==> src/include/gms_defines.svh <==
// Offsets, field positions, reset values and timing counts of the mode sequencer
`ifndef GMS_DEFINES_SVH
`define GMS_DEFINES_SVH
// ***************
// Register map
// ***************
`define GMS_REG_STATUS   8'h00
`define GMS_REG_SCORE    8'h04
`define GMS_REG_OPT      8'h08
`define GMS_OPT_RST      9'h000
`define GMS_OPT_OVR_BIT  8
// ***************
// Timing
// ***************
`define GMS_CLK_MHZ      125
`define GMS_TICK_MS      10
`define GMS_TICK_CYC     (`GMS_TICK_MS * `GMS_CLK_MHZ * 1000)
`define GMS_FREEZE_S     10
`define GMS_FREEZE_TICKS (`GMS_FREEZE_S * 1000 / `GMS_TICK_MS)
`define GMS_ATTR_MS      3000
`define GMS_ATTR_TICKS   (`GMS_ATTR_MS / `GMS_TICK_MS)
`define GMS_BLINK_BIT    5
// ***************
// Game constants
// ***************
`define GMS_TIMER_FULL   7'h64
`define GMS_TIMER_EXT    7'h1E
`define GMS_LAST_TRACK   4'hB
`define GMS_SCORE_STEP   8'h02
`define GMS_TIME_150     8'h96
`define GMS_TIME_120     8'h78
`define GMS_TIME_90      8'h5A
`define GMS_TIME_60      8'h3C
`define GMS_ROOKIE_MIN   8'h14
`define GMS_PRO_MIN      8'h28
`endif

==> src/include/gms_pkg.sv <==
// Types shared by the mode sequencer
package gms_pkg;
  typedef enum logic [1:0] {
    ST_ATTRACT,
    ST_START,
    ST_PLAY,
    ST_FREEZE
  } gms_state_t;

  typedef enum logic [1:0] {
    RATE_GRANNY,
    RATE_ROOKIE,
    RATE_PRO
  } gms_rate_t;

  typedef enum logic [1:0] {
    VID_BLACK,
    VID_GREY,
    VID_WHITE
  } gms_vid_t;

  // Toggle 8 in the top bit, toggle 1 in the bottom bit
  typedef struct packed {
    logic t8;
    logic t7;
    logic unused6;
    logic ext_play;
    logic t4;
    logic t3;
    logic attract_easy;
    logic oil;
  } gms_opt_t;

  typedef struct packed {
    logic       auto_cycle;
    logic       cars_at_line;
    logic       ctrl_en;
    logic [1:0] motor;
    logic       prompt_start;
    logic       prompt_track;
    logic       cars_frozen;
    logic       game_over_vis;
    logic       rate_show;
    logic       oil_en;
    logic [1:0] price_msg;
    logic       show_opts;
  } gms_disp_t;
endpackage

==> src/hw/gms_sequencer.sv <==
// Operating mode sequencer of a two-player driving game
//
// Design decisions made here: the address-and-strobe port and the placing of the registers.
`timescale 1ns/10ps
`include "gms_defines.svh"

module gms_sequencer
  import gms_pkg::*;
#(
  parameter int TICK_CYC = `GMS_TICK_CYC
) (
  input  wire logic        i_clk,
  input  wire logic        i_rst_n,
  input  wire logic [7:0]  i_opt_toggles,
  input  wire logic        i_coin,
  input  wire logic        i_start1,
  input  wire logic        i_start2,
  input  wire logic        i_track_sel,
  input  wire logic        i_chk_white,
  input  wire logic        i_chk_black,
  input  wire logic        i_self_test,
  input  wire logic        i_selftest_end,
  input  wire logic        i_pix_on,
  input  wire logic        i_gray_scan,
  input  wire logic [7:0]  i_addr,
  input  wire logic [31:0] i_wdata,
  input  wire logic        i_wr,
  input  wire logic        i_rd,
  output logic [31:0]      o_rdata,
  output gms_state_t       o_mode,
  output logic [3:0]       o_track,
  output logic [6:0]       o_timer,
  output logic [7:0]       o_score_white,
  output logic [7:0]       o_score_black,
  output gms_rate_t        o_rate_white,
  output gms_rate_t        o_rate_black,
  output gms_disp_t        o_disp,
  output logic [7:0]       o_opt_show,
  output gms_vid_t         o_video
);

  // ***************
  // Helpers
  // ***************
  function automatic logic [7:0] game_secs(input logic t7, input logic t8);
    logic [7:0] s;
    s = `GMS_TIME_60;
    unique case ({t7, t8})
      2'b11: s = `GMS_TIME_150;
      2'b10: s = `GMS_TIME_120;
      2'b01: s = `GMS_TIME_90;
      2'b00: s = `GMS_TIME_60;
    endcase
    return s;
  endfunction

  // Price codes: 11 one per player, 10 one for two, 01 two per player, 00 free
  function automatic logic [2:0] coins_need(input logic [1:0] pr, input logic two);
    logic [2:0] n;
    n = 3'h0;
    unique case (pr)
      2'b11: n = two ? 3'h2 : 3'h1;
      2'b10: n = 3'h1;
      2'b01: n = two ? 3'h4 : 3'h2;
      2'b00: n = 3'h0;
    endcase
    return n;
  endfunction

  function automatic gms_rate_t rating(input logic [7:0] sc);
    gms_rate_t r;
    r = RATE_GRANNY;
    if (sc >= `GMS_PRO_MIN) begin
      r = RATE_PRO;
    end else if (sc >= `GMS_ROOKIE_MIN) begin
      r = RATE_ROOKIE;
    end
    return r;
  endfunction

  // ***************
  // State
  // ***************
  localparam int TW = $clog2(TICK_CYC);

  gms_state_t    state_r, state_nxt;
  logic [3:0]    track_r, track_nxt;
  logic [6:0]    timer_r, timer_nxt;
  logic [7:0]    sw_r, sw_nxt;
  logic [7:0]    sb_r, sb_nxt;
  logic [10:0]   ph_r, ph_nxt;
  logic          ext_used_r, ext_used_nxt;
  logic [2:0]    coins_r;
  logic [2:0]    coins_nxt;
  logic [TW-1:0] tick_cnt_r;
  logic          coin_prev_r;
  logic          trk_prev_r;
  logic          s1_prev_r;
  logic          s2_prev_r;
  logic          show_r;
  logic [8:0]    opt_ovr_r;
  logic [31:0]   rdata_r;
  gms_vid_t      vid_r;

  // ***************
  // Decode
  // ***************
  wire logic [7:0] opt_raw   = opt_ovr_r[`GMS_OPT_OVR_BIT] ? opt_ovr_r[7:0] : i_opt_toggles;
  wire gms_opt_t   opt       = gms_opt_t'(opt_raw);
  wire logic [1:0] price     = {opt.t4, opt.t3};
  wire logic [7:0] gsec      = game_secs(opt.t7, opt.t8);
  wire logic       tick      = (tick_cnt_r == TW'(TICK_CYC - 1));
  wire logic       coin_clr  = coin_prev_r & ~i_coin;
  wire logic       trk_p     = i_track_sel & ~trk_prev_r;
  wire logic       s1_p      = i_start1 & ~s1_prev_r;
  wire logic       s2_p      = i_start2 & ~s2_prev_r;
  wire logic [2:0] need1     = coins_need(price, 1'b0);
  wire logic [2:0] need2     = coins_need(price, 1'b1);
  wire logic       leave_ok  = (coins_r >= need1);
  wire logic       go2       = s2_p & (coins_r >= need2);
  wire logic       go1       = s1_p & (coins_r >= need1);
  wire logic       go        = (state_r == ST_START) & (go1 | go2);
  wire logic [2:0] cost      = go2 ? need2 : need1;
  wire logic       step_hit  = tick & (ph_r == {3'h0, gsec} - 11'h001);
  wire logic       attr_hit  = tick & (ph_r == 11'(`GMS_ATTR_TICKS - 1));
  wire logic       frz_hit   = tick & (ph_r == 11'(`GMS_FREEZE_TICKS - 1));
  wire logic       pro_any   = (rating(sw_r) == RATE_PRO) | (rating(sb_r) == RATE_PRO);
  wire logic       extend    = opt.ext_play & pro_any & ~ext_used_r;
  wire logic [3:0] track_inc = (track_r == `GMS_LAST_TRACK) ? 4'h0 : track_r + 4'h1;
  wire logic [2:0] coin_add  = (coin_clr && coins_r != 3'h7) ? 3'h1 : 3'h0;
  wire logic [2:0] coin_sub  = go ? cost : 3'h0;

  assign coins_nxt = coins_r + coin_add - coin_sub;

  // ***************
  // Mode sequencing
  // ***************
  always_comb begin
    state_nxt    = state_r;
    track_nxt    = track_r;
    timer_nxt    = timer_r;
    sw_nxt       = sw_r;
    sb_nxt       = sb_r;
    ext_used_nxt = ext_used_r;
    ph_nxt       = tick ? ph_r + 11'h001 : ph_r;
    unique case (state_r)
      ST_ATTRACT: begin
        if (opt.attract_easy) begin
          track_nxt = 4'h0;
        end else if (attr_hit) begin
          track_nxt = track_inc;
          ph_nxt    = 11'h000;
        end
        if (leave_ok) begin
          state_nxt = ST_START;
          track_nxt = 4'h0;
          ph_nxt    = 11'h000;
        end
      end
      ST_START: begin
        if (trk_p) begin
          track_nxt = track_inc;
        end
        if (go) begin
          state_nxt    = ST_PLAY;
          timer_nxt    = `GMS_TIMER_FULL;
          ph_nxt       = 11'h000;
          ext_used_nxt = 1'b0;
          sw_nxt       = 8'h00;
          sb_nxt       = 8'h00;
        end
      end
      ST_PLAY: begin
        if (i_chk_white) begin
          sw_nxt = sw_r + `GMS_SCORE_STEP;
        end
        if (i_chk_black) begin
          sb_nxt = sb_r + `GMS_SCORE_STEP;
        end
        if (timer_r == 7'h00) begin
          ph_nxt = 11'h000;
          if (extend) begin
            timer_nxt    = `GMS_TIMER_EXT;
            ext_used_nxt = 1'b1;
          end else begin
            state_nxt = ST_FREEZE;
          end
        end else if (step_hit) begin
          timer_nxt = timer_r - 7'h01;
          ph_nxt    = 11'h000;
        end
      end
      ST_FREEZE: begin
        if (frz_hit) begin
          state_nxt = ST_ATTRACT;
          ph_nxt    = 11'h000;
        end
      end
    endcase
  end

  always_ff @(posedge i_clk) begin
    if (!i_rst_n) begin
      state_r    <= ST_ATTRACT;
      track_r    <= 4'h0;
      timer_r    <= 7'h00;
      sw_r       <= 8'h00;
      sb_r       <= 8'h00;
      ph_r       <= 11'h000;
      ext_used_r <= 1'b0;
      coins_r    <= 3'h0;
    end else begin
      state_r    <= state_nxt;
      track_r    <= track_nxt;
      timer_r    <= timer_nxt;
      sw_r       <= sw_nxt;
      sb_r       <= sb_nxt;
      ph_r       <= ph_nxt;
      ext_used_r <= ext_used_nxt;
      coins_r    <= coins_nxt;
    end
  end

  // Free-running tick keeps all mode timing on one 10 ms base
  always_ff @(posedge i_clk) begin
    if (!i_rst_n) begin
      tick_cnt_r <= '0;
    end else begin
      tick_cnt_r <= tick ? '0 : tick_cnt_r + TW'(1);
    end
  end

  // Track and start edge memories start high so a button held through reset is no press; the coin memory starts low
  always_ff @(posedge i_clk) begin
    if (!i_rst_n) begin
      coin_prev_r <= 1'b0;
      trk_prev_r  <= 1'b1;
      s1_prev_r   <= 1'b1;
      s2_prev_r   <= 1'b1;
    end else begin
      coin_prev_r <= i_coin;
      trk_prev_r  <= i_track_sel;
      s1_prev_r   <= i_start1;
      s2_prev_r   <= i_start2;
    end
  end

  // ***************
  // Self-test and video
  // ***************
  wire logic show_nxt = (i_self_test & i_selftest_end) | (show_r & i_self_test);

  always_ff @(posedge i_clk) begin
    if (!i_rst_n) begin
      show_r <= 1'b0;
      vid_r  <= VID_BLACK;
    end else begin
      show_r <= show_nxt;
      vid_r  <= !i_pix_on ? VID_BLACK : (i_gray_scan ? VID_GREY : VID_WHITE);
    end
  end

  // ***************
  // Register port
  // ***************
  wire logic        wr_opt  = i_wr & (i_addr == `GMS_REG_OPT);
  wire logic [31:0] st_word = {12'h000, ext_used_r, coins_r, 1'b0, timer_r, track_r, 2'b00, state_r};
  wire logic [31:0] sc_word = {16'h0000, sb_r, sw_r};
  wire logic [31:0] rd_sel  = (i_addr == `GMS_REG_STATUS) ? st_word :
                              (i_addr == `GMS_REG_SCORE)  ? sc_word :
                              (i_addr == `GMS_REG_OPT)    ? {23'h000000, opt_ovr_r} : 32'h00000000;

  always_ff @(posedge i_clk) begin
    if (!i_rst_n) begin
      opt_ovr_r <= `GMS_OPT_RST;
      rdata_r   <= 32'h00000000;
    end else begin
      if (wr_opt) begin
        opt_ovr_r <= i_wdata[8:0];
      end
      rdata_r <= i_rd ? rd_sel : 32'h00000000;
    end
  end

  // ***************
  // Outputs
  // ***************
  wire logic in_att = (state_r == ST_ATTRACT);
  wire logic in_st  = (state_r == ST_START);
  wire logic in_pl  = (state_r == ST_PLAY);
  wire logic in_fz  = (state_r == ST_FREEZE);

  assign o_rdata       = rdata_r;
  assign o_mode        = state_r;
  assign o_track       = track_r;
  assign o_timer       = timer_r;
  assign o_score_white = sw_r;
  assign o_score_black = sb_r;
  assign o_rate_white  = rating(sw_r);
  assign o_rate_black  = rating(sb_r);
  assign o_opt_show    = show_r ? opt_raw : 8'h00;
  assign o_video       = vid_r;

  // Toggle 6 feeds nothing; only shown in self-test
  assign o_disp.auto_cycle    = in_att & ~opt.attract_easy;
  assign o_disp.cars_at_line  = in_st;
  assign o_disp.ctrl_en       = in_pl;
  assign o_disp.motor         = in_pl ? 2'b11 : 2'b00;
  assign o_disp.prompt_start  = in_st;
  assign o_disp.prompt_track  = in_st | (in_pl & (track_r != 4'h0));
  assign o_disp.cars_frozen   = in_fz;
  assign o_disp.game_over_vis = in_fz & ph_r[`GMS_BLINK_BIT];
  assign o_disp.rate_show     = in_fz;
  assign o_disp.oil_en        = opt.oil;
  assign o_disp.price_msg     = in_att ? price : 2'b00;
  assign o_disp.show_opts     = show_r;
endmodule

==> config.mk <==
export PLATFORM = sky130hd
export DESIGN_NAME = gms_sequencer
export DESIGN_NICKNAME = d
export VERILOG_FILES = /design/src/include/gms_pkg.sv /design/src/hw/gms_sequencer.sv
export VERILOG_INCLUDE_DIRS = /design/src /design/src/include
export SDC_FILE = /design/constraint.sdc
export NUM_CORES = 1
export LEC_CHECK = 0
export BUFFER_PORTS_ARGS = -buffer_cell sky130_fd_sc_hd__buf_2
export CAP_MARGIN = 20
export CORE_ASPECT_RATIO = 0.75
export CORE_MARGIN = 3
export CORE_UTILIZATION = 53
export DETAILED_ROUTE_END_ITERATION = 10
export PLACE_DENSITY = 0.81
export SYNTH_ARGS = -nofsm -noshare
export SYNTH_HDL_FRONTEND = slang
export SYNTH_SLANG_ARGS = --single-unit
==> constraint.sdc <==
create_clock -name i_clk -period 5.1 [get_ports i_clk]
set_input_delay 0.255 -clock i_clk [delete_from_list [all_inputs] [get_ports i_clk]]
set_output_delay 0.255 -clock i_clk [all_outputs]
set_load 0.005 [all_outputs]
==> flow_summary.ini, run 1 <==
[synthesis]
yosysWarnings = 0
syn_area_mm2 = 0.005341
synth_compound_area_share_pct = 11.10
syn_area_per_cell_um2 = 8.643
ys_ff_latch = 99
yosys.area.top_type_share_pct = 37.10
synthSimpleGateAreaFrac_pct = 26.21
synth_xor_area_share_pct = 6.559
synthFlopType = dfxtp_1
synth_area_leader_cell = dfxtp_1
yosys-top-cells-area = dfxtp_1, nor2_1, mux2i_1
synth_top_family_by_area = simple AND/OR/NAND/NOR gates
synth-edff-count = 0
ys_seq_area_share_pct = 37.10
syn_inst = 618
ys_types = 78
async_flop_share_pct = 0
synth_mux_area_share_pct = 6.372
synthAdderAreaFrac_pct = 5.060

[die]
fp.dieH_um = 92.94
die_w_um = 121.9
die-area_mm2 = 0.01133
io_pins = 151
core_mm2 = 0.009736
row_count = 31
initial_core_util_pct = 54.86

[sta]
drv_slew = 0
slew-limit-headroom_pct = 45.57
rsz0062_at_grt = no
finalHoldViolations = 0
period_share_pct = 82.09
worst_pin_slew_ns = 0.8165
finalSetupViolCount = 0
worst_slack_ns = 0.9136
max_freq_mhz = 238.9
fin_skew_ns = 0.004145
min_period_ns = 4.186
tns_ns = 0

[worst_setup_path]
worst_setup_path_start_kind = flip-flop
crit_path_end_kind = flip-flop
worstSetupPathType = reg2reg
rrSetupSlack_ns = 0.91
crit_fanout = 10
cp.required_ns = 5.37
crit_arrival_ns = 4.45

[power]
pwr-share-comb_pct = 27.4
seqPwrFrac_pct = 36.4
pwr-share-clk_pct = 36.2
p_int_mw = 1.630
p_sw_share_pct = 31.32
power_density_mw_per_mm2 = 381.7
p_switching_uw = 743.0
ir_drop_mv = 0.1913
finalPower_mw = 2.372
p_leak_nw = 2.709

[grt]
overflow = 0
grt_first_pass_wirelength_mm = 21.82
grt_pass1_vias = 4365
antenna_found_initial = 0
grt.total_usage_pct = 24.30
grt_max_degree = 35

[clock_tree]
clk_path_buf_depth = 2
cts-resized-gates = 0
cts_hold_buf = 0
clk_pin_slew_ns = 0.06
insertion_delay_ns = 0.34
cts_sinks = 99
cts_tree = done
root_buffer = clkbuf_16
cts_buffers = 9
cts_max_level = 3
post_cts_buffers = 0

[route]
detail-route-antenna-nets = 0
vias_per_cell = 5.600
drt-wirelength-per-cell_um = 16.09
drt_wl_total_mm = 13.61
drcViolationCount = 0
first_iter_violations = 378
drtPass1Iterations = 5
dr_total_vias = 4738

[flow_run]
maxCapViolations = 0

[cells_and_area]
fin_cells = 846
syn_to_final_growth_pct = 16.35
nets = 793
antenna_cells = 0
drive_gt1_share_pct = 21.57

[placement]
hpwlAfterDp_mm = 10.03
placedCellCount = 831
place_congestion = 0.9208
post-place-ws_ns = 0.9567
portBuffers = 113

[outcome]
status = complete, no violations

[hold_path]
hp-class = in2reg
==> power by group through the flow <==
| stage | clock [mW] | combinational (mW) | sequential, mW |
|---|---|---|---|
| final | 0.859 | 0.649 | 0.864 |
| after global routing | 0.909 | 0.713 | 0.871 |
| after CTS | 0.871 | 0.647 | 0.863 |
| after detailed placement | 0 | 0.643 | 0.879 |
| after global placement | 0 | 0.620 | 0.877 |
| after floorplan | 0 | 0.503 | 0.865 |
==> logic make-up after synthesis <==
kind of cell,Yosys count
simple gates,269
flops,99
compound gates,81
buf+inv,74
xor+xnor,40
mux,33
fa+ha+maj,21
other cells,1
==> cell usage after synthesis (11+ instances only) <==
| library cell | number |
|---|---|
| dfxtp_1 | 99 |
| nor2_1 | 81 |
| nand2_1 | 42 |
| nand3_1 | 32 |
| mux2i_1 | 29 |
| inv_1 | 27 |
| xnor2_1 | 25 |
| buf_4 | 23 |
| nor3_1 | 22 |
| ha_1 | 20 |
| a21oi_1 | 17 |
| xor2_1 | 15 |
| clkbuf_1 | 13 |
| and2_1 | 12 |
| o21ai_0 | 12 |
| nand4_1 | 11 |
==> cell type report <==
type	count	area, µm²
multi-input cells	458	3007
clock buffers	10	229.0
flip-flops and latches	99	1982
clock inverters	5	150.1
repair buffers	115	580.6
well taps	132	165.2
inverters	27	101.3
fillers	802	3521
==> per-stage QoR <==
step           hold slack [ns]  cell area [µm²]  utilization (%)
2_1_floorplan           0.3270             5390                -
3_3_place_gp            0.4220             5836            59.94
3_5_place_dp            0.4291             5836            59.94
4_1_cts                0.06485             6215            63.83
5_1_grt                0.07955             6215            63.83
6_report               0.07187             6215            63.83
==> path summary, 6_finish.rpt <==
| path | from | cells after the start | end |
|---|---|---|---|
| max reg2reg | opt_ovr_r[8]$_SDFFE_PN0P_ | 18 | coins_r[2]$_SDFF_PN0_ |
| min | i_gray_scan | 2 | o_video[1]$_SDFF_PN0_ |
| max | opt_ovr_r[8]$_SDFFE_PN0P_ | 18 | coins_r[2]$_SDFF_PN0_ |
| min reg2reg | tick_cnt_r[0]$_SDFF_PP0_ | 1 | tick_cnt_r[0]$_SDFF_PP0_ |
==> worst max-delay path: stages (launching register included) <==
cell	delay (ns)
dfxtp_1	0.34
mux2i_1	0.51
inv_1	0.17
ha_1	0.30
nand2b_4	0.15
a211oi_4	0.47
nor2_1	0.13
nand2_1	0.09
o21ai_0	0.08
and3_1	0.19
ha_1	0.28
inv_1	0.05
ha_1	0.13
inv_1	0.06
fa_1	0.39
xnor2_1	0.16
xnor2_1	0.14
or3_1	0.32
a21oi_1	0.14
==> flip-flops by register name (all words and copies together), names as in the netlist, 2 cells and up <==
name / count
tick_cnt_r: 21
o_rdata: 20
ph_r: 11
opt_ovr_r: 9
o_score_black: 7
o_score_white: 7
o_timer: 7
o_track: 4
coins_r: 3
o_mode: 2
o_video: 2
==> layout by cell type, fill, tap and decap left out, types with 12 or more instances in the layout <==
cell,synthesis,final
inv_1,27,27
nor2_1,81,81
dfxtp_1,99,99
and2_1,12,12
o21ai_0,12,12
mux2i_1,29,29
xnor2_1,25,25
nand3_1,32,32
nor3_1,22,22
a21oi_1,17,17
conb_1,1,14
buf_2,6,113
xor2_1,15,15
nand2_1,42,42
ha_1,20,20
==> metal layers <==
metal	share of wire [%]	up-vias	GRT usage, %
li1	-	2312	-
met1	44	2214	33.37
met4	1.2	0	6.063
met5	0	-	0
met2	46	193	39.20
met3	8.2	19	4.884
Note: power is estimated with default switching activity, not from simulation.
==> inputs of run 2 (changes only) <==
==> constraint.sdc (replaced) <==
create_clock -name i_clk -period 4 [get_ports i_clk]
set_input_delay 0.2 -clock i_clk [delete_from_list [all_inputs] [get_ports i_clk]]
set_output_delay 0.2 -clock i_clk [all_outputs]
set_load 0.005 [all_outputs]
==> flow_summary.ini, run 2 (synthesis results as in run 1) <==
[die]
core_mm2 = 0.009736
die_w_um = 121.9
initial_core_util_pct = 54.86
die-area_mm2 = 0.01133
fp.dieH_um = 92.94
row_count = 31
io_pins = 151

[cells_and_area]
largest_register = tick_cnt_r
fillers = 803
fin_cells = 849
layout_commonest_cell = buf_2
syn_to_final_growth_pct = 15.72
drive_gt1_share_pct = 22.04
largest_reg_flops = 21
mostFrequentLayoutCells = buf_2, dfxtp_1, nor2_1
antenna_cells = 0
nets = 796

[clock_tree]
cts_hold_buf = 0
clk_path_buf_depth = 2
cts_buffers = 9
cts_tree = done
cts_sinks = 99
insertion_delay_ns = 0.34
cts_max_level = 3
clk_pin_slew_ns = 0.07
root_buffer = clkbuf_16

[route]
drt_wl_total_mm = 13.93
wl_met2_mm = 6.326
route.top_layer_used = met4
drt-met1-wl_mm = 6.574
drtPass1Iterations = 5
vias_per_cell = 5.594
drt-wirelength-per-cell_um = 16.40
first_iter_violations = 422
wl_met3_um = 920
detail-route-antenna-nets = 0
drcViolationCount = 0
dr_total_vias = 4749

[sta]
finalHoldViolations = 0
min_period_ns = 3.731
drv_slew = 0
rsz0062_at_grt = no
tns_ns = 0
fin_skew_ns = 0.007666
period_share_pct = 93.28
worst_pin_slew_ns = 0.7922
max_freq_mhz = 268.0
slew-limit-headroom_pct = 47.09
finalSetupViolCount = 0

[grt]
grt_first_pass_wirelength_mm = 22.34
overflow = 0
grt_max_degree = 35
grt_pass1_vias = 4469
grt.total_usage_pct = 24.41
antenna_found_initial = 0

[power]
power_density_mw_per_mm2 = 463.6
ir_drop_mv = 0.3141
p_leak_nw = 2.690

[placement]
place_congestion = 0.8612
placedCellCount = 834
portBuffers = 113
hpwlAfterDp_mm = 10.20

[worst_setup_path]
worst_setup_path_start_kind = flip-flop
cp.required_ns = 4.26
worstSetupPathType = reg2reg
crit_arrival_ns = 3.99
crit_fanout = 7
crit_path_end_kind = flip-flop
rr_worst_depth = 18

[hold_path]
min_delay_path_depth = 2
hp-class = in2reg

[flow_run]
maxCapViolations = 0

[outcome]
status = complete, no violations
==> run 2: path summary, 6_finish.rpt <==
check,slack [ns],endpoint,from
setup / recovery,0.27,coins_r[2]$_SDFF_PN0_,opt_ovr_r[8]$_SDFFE_PN0P_
hold / removal,0.02,o_video[1]$_SDFF_PN0_,i_gray_scan
setup reg to reg,0.27,coins_r[2]$_SDFF_PN0_,opt_ovr_r[8]$_SDFFE_PN0P_
hold reg to reg,0.47,o_rdata[19]$_SDFF_PN0_,ext_used_r$_SDFFE_PN0P_
==> run 2: stage by stage <==
stage          total power, mW  hold WS (ns)  utilization (%)  area, µm²  setup slack (ns)
6_report                 2.865       0.01981            63.49       6181            0.2687
5_1_grt                  3.010       0.02501            63.49       6181           0.01115
4_1_cts                  2.865       0.01104            63.35       6167           0.05426
3_5_place_dp             1.954        0.3746            60.17       5858           0.09381
3_3_place_gp             1.925        0.3669            60.17       5858            0.2441
2_1_floorplan            1.745        0.2720                -       5390            0.2031
==> run 2: timing repair <==
item / CTS / global route
resized for setup: 0 / 3
endpoints found under the setup margin: 0 / 1
setup buffers: 0 / 0
==> run 2: area by class of cell <==
class / count / area (µm²) / area share (%)
Tap cell: 132 / 165.2 / 2.672
Inverter: 27 / 101.3 / 1.640
Timing Repair Buffer: 118 / 603.1 / 9.757
Clock buffer: 11 / 232.7 / 3.765
Sequential cell: 99 / 1983 / 32.08
Multi-Input combinational cell: 458 / 3019 / 48.85
Clock inverter: 4 / 76.32 / 1.235
==> run 2: layer usage <==
| metal | vias to the layer above | global-route usage [%] |
|---|---|---|
| li1 | 2312 | - |
| met1 | 2251 | 33.40 |
| met2 | 176 | 40.07 |
| met3 | 10 | 4.884 |
| met4 | 0 | 5.037 |
| met5 | - | 0 |
==> run 2: power breakdown <==
part / internal [mW] / leakage (nW) / switching (mW)
registers: 1.03 / 0.802 / 0.0711
clock network: 0.547 / 0.146 / 0.367
logic: 0.325 / 1.74 / 0.526
total: 1.90 / 2.69 / 0.964
==> run 2: worst max-delay path, cell delays in order, from the launching register on <==
cell	delay, ns
dfxtp_2	0.38
mux2i_4	0.34
nand2_1	0.13
ha_1	0.32
a21o_1	0.11
a31oi_1	0.05
or2_2	0.35
nand2_1	0.07
o21ai_0	0.07
and3_1	0.19
ha_1	0.28
inv_1	0.06
ha_1	0.15
inv_1	0.05
fa_1	0.39
xnor2_1	0.15
xnor2_1	0.13
or3_1	0.31
a21oi_1	0.14
==> inputs of run 3 (changes only) <==
--- a/config.mk
+++ b/config.mk
@@ -8,11 +8,13 @@
 export LEC_CHECK = 0
 export BUFFER_PORTS_ARGS = -buffer_cell sky130_fd_sc_hd__buf_2
 export CAP_MARGIN = 20
+export CELL_PAD_IN_SITES_DETAIL_PLACEMENT = 2
+export CELL_PAD_IN_SITES_GLOBAL_PLACEMENT = 2
 export CORE_ASPECT_RATIO = 0.75
 export CORE_MARGIN = 3
-export CORE_UTILIZATION = 53
+export CORE_UTILIZATION = 30
 export DETAILED_ROUTE_END_ITERATION = 10
-export PLACE_DENSITY = 0.81
+export PLACE_DENSITY_LB_ADDON = 0.1
 export SYNTH_ARGS = -nofsm -noshare
 export SYNTH_HDL_FRONTEND = slang
 export SYNTH_SLANG_ARGS = --single-unit
==> flow_summary.ini, run 3 (synthesis results as in run 1) <==
[placement]
place_congestion = 0.8004
post-place-ws_ns = 0.1204
hpwlAfterDp_mm = 13.88
portBuffers = 113

[clock_tree]
root_buffer = clkbuf_16
cts_max_level = 3
clk_path_buf_depth = 2
cts_buffers = 9
insertion_delay_ns = 0.35
cts_tree = done
cts_sinks = 99
clk_pin_slew_ns = 0.07

[grt]
gr-usage-met2_pct = 30.84
grt_busiest_layer = met2
grt_first_pass_wirelength_mm = 29.10
grt_pass1_vias = 5172
grt.met1_usage_pct = 25.92
grt_max_degree = 35
overflow = 0
antenna_found_initial = 0
use_met3_pct = 4.045
grt.total_usage_pct = 18.86

[worst_setup_path]
crit_top_cell = ha_1
slowest_delay_ns = 0.40
slowest_stage = fa_1
crit_fanout = 6
worst_setup_path_start_kind = flip-flop
crit_arrival_ns = 4.05
worstSetupPathType = reg2reg
r2r_start = opt_ovr_r[8]$_SDFFE_PN0P_
cp.required_ns = 4.29
crit_path_end_kind = flip-flop
crit_start = opt_ovr_r[8]$_SDFFE_PN0P_
cp_cell_sequence = mux2i_1 -> buf_4 -> nand2_1 -> ha_1 -> a21o_1 -> a31oi_1 -> or2_4 -> o21ai_0 -> and3_1 -> ha_1 -> inv_1 -> ha_1 -> inv_1 -> fa_1 -> xnor2_2 -> xnor2_1 -> or3_1 -> a21oi_1

[die]
initial_core_util_pct = 31.17
die-area_mm2 = 0.01946
row_count = 41
core_mm2 = 0.01713
fp.dieH_um = 121.6
io_pins = 151
die_w_um = 160.1

[flow_run]
maxCapViolations = 0

[sta]
drv_slew = 0
finalHoldViolations = 0
min_period_ns = 3.769
period_share_pct = 94.23
worst_slack_ns = 0.2307
tns_ns = 0
worst_pin_slew_ns = 0.8369
slew-limit-headroom_pct = 44.11
max_freq_mhz = 265.3
finalSetupViolCount = 0
rsz0062_at_grt = no
fin_skew_ns = 0.005473

[cells_and_area]
layout_commonest_cell = buf_2
drive_gt1_share_pct = 22.75
largest_register = tick_cnt_r
nets = 800
antenna_cells = 0
mostFrequentLayoutCells = buf_2, dfxtp_1, nor2_1
syn_to_final_growth_pct = 19.18
largest_reg_flops = 21

[hold_path]
hold_start = i_gray_scan
hp-class = in2reg

[route]
detail-route-antenna-nets = 0
drt-wirelength-per-cell_um = 19.12
first_iter_violations = 207
drcViolationCount = 0
vias_per_cell = 5.067
dr_total_vias = 4849
drtPass1Iterations = 4
drt_wl_total_mm = 18.30

[power]
ir_drop_mv = 0.2147
power_density_mw_per_mm2 = 472.3
p_leak_nw = 2.733

[outcome]
status = complete, no violations
## run 3: cell count changes in the layout (fill, tap and decap cells not counted), sizes merged
cell | before | now
bufinv | 2 | 3
clkbuf | 11 | 9
clkinvlp | 1 | 0
buf | 118 | 122
clkinv | 1 | 3
## run 3: cell type report
cell class | instances | area [µm²]
Multi-Input combinational cell | 458 | 3020
Clock buffer | 9 | 225.2
Sequential cell | 99 | 1986
Timing Repair Buffer | 122 | 633.1
Inverter | 27 | 101.3
Clock inverter | 6 | 105.1
Tap cell | 236 | 295.3
Fill cell | 1993 | 10770
## run 3: path summary, 6_finish.rpt
kind                            cells after the start  slack, ns                       end
worst max-delay path                               18       0.23     coins_r[2]$_SDFF_PN0_
worst min-delay path                                2       0.02     o_video[1]$_SDFF_PN0_
worst max register to register                     18       0.23     coins_r[2]$_SDFF_PN0_
worst min register to register                      1       0.46  tick_cnt_r[0]$_SDFF_PP0_
## run 3: power by group
| group | total (mW) | internal, mW | leakage [nW] | switching, mW |
|---|---|---|---|---|
| clock network | 1.00 | 0.605 | 0.165 | 0.396 |
| registers | 1.11 | 1.03 | 0.802 | 0.0810 |
| logic | 0.896 | 0.332 | 1.77 | 0.564 |
## run 3: routing by layer
| layer | vias up | share of wire [%] |
|---|---|---|
| met5 | - | 0 |
| met3 | 11 | 3.9 |
| li1 | 2318 | - |
| met1 | 2425 | 50 |
| met2 | 95 | 45 |
| met4 | 0 | 0.70 |
## run 3: stage by stage
step | util [%] | total power, mW | cells | area (µm²) | hold slack, ns
after floorplan | - | 1.745 | 631 | 5390 | 0.2720
after global placement | 35.04 | 1.983 | 940 | 6003 | 0.3660
after detailed placement | 35.04 | 2.024 | 940 | 6003 | 0.3842
after CTS | 36.97 | 3.046 | 955 | 6334 | 0.007873
after global routing | 37.16 | 3.186 | 957 | 6366 | 0.02728
final | 37.16 | 3.007 | 957 | 6366 | 0.02070
## run 3: timing repair
item	in CTS	in global routing
hold buffers	0	0
gates resized for setup	0	5
setup buffers	0	2
setup endpoints to repair	0	1
## run 3: critical path: cells and delay by family, from the launching register on
family / cells / cell delay, ns
flip-flops: 1 / 0.39
AND/OR/NAND/NOR: 4 / 0.79
adder cells (fa/ha/maj): 4 / 1.14
multiplexers: 1 / 0.22
buffers and inverters: 3 / 0.29
AO/OA/AOI/OAI: 4 / 0.59
XOR/XNOR: 2 / 0.29
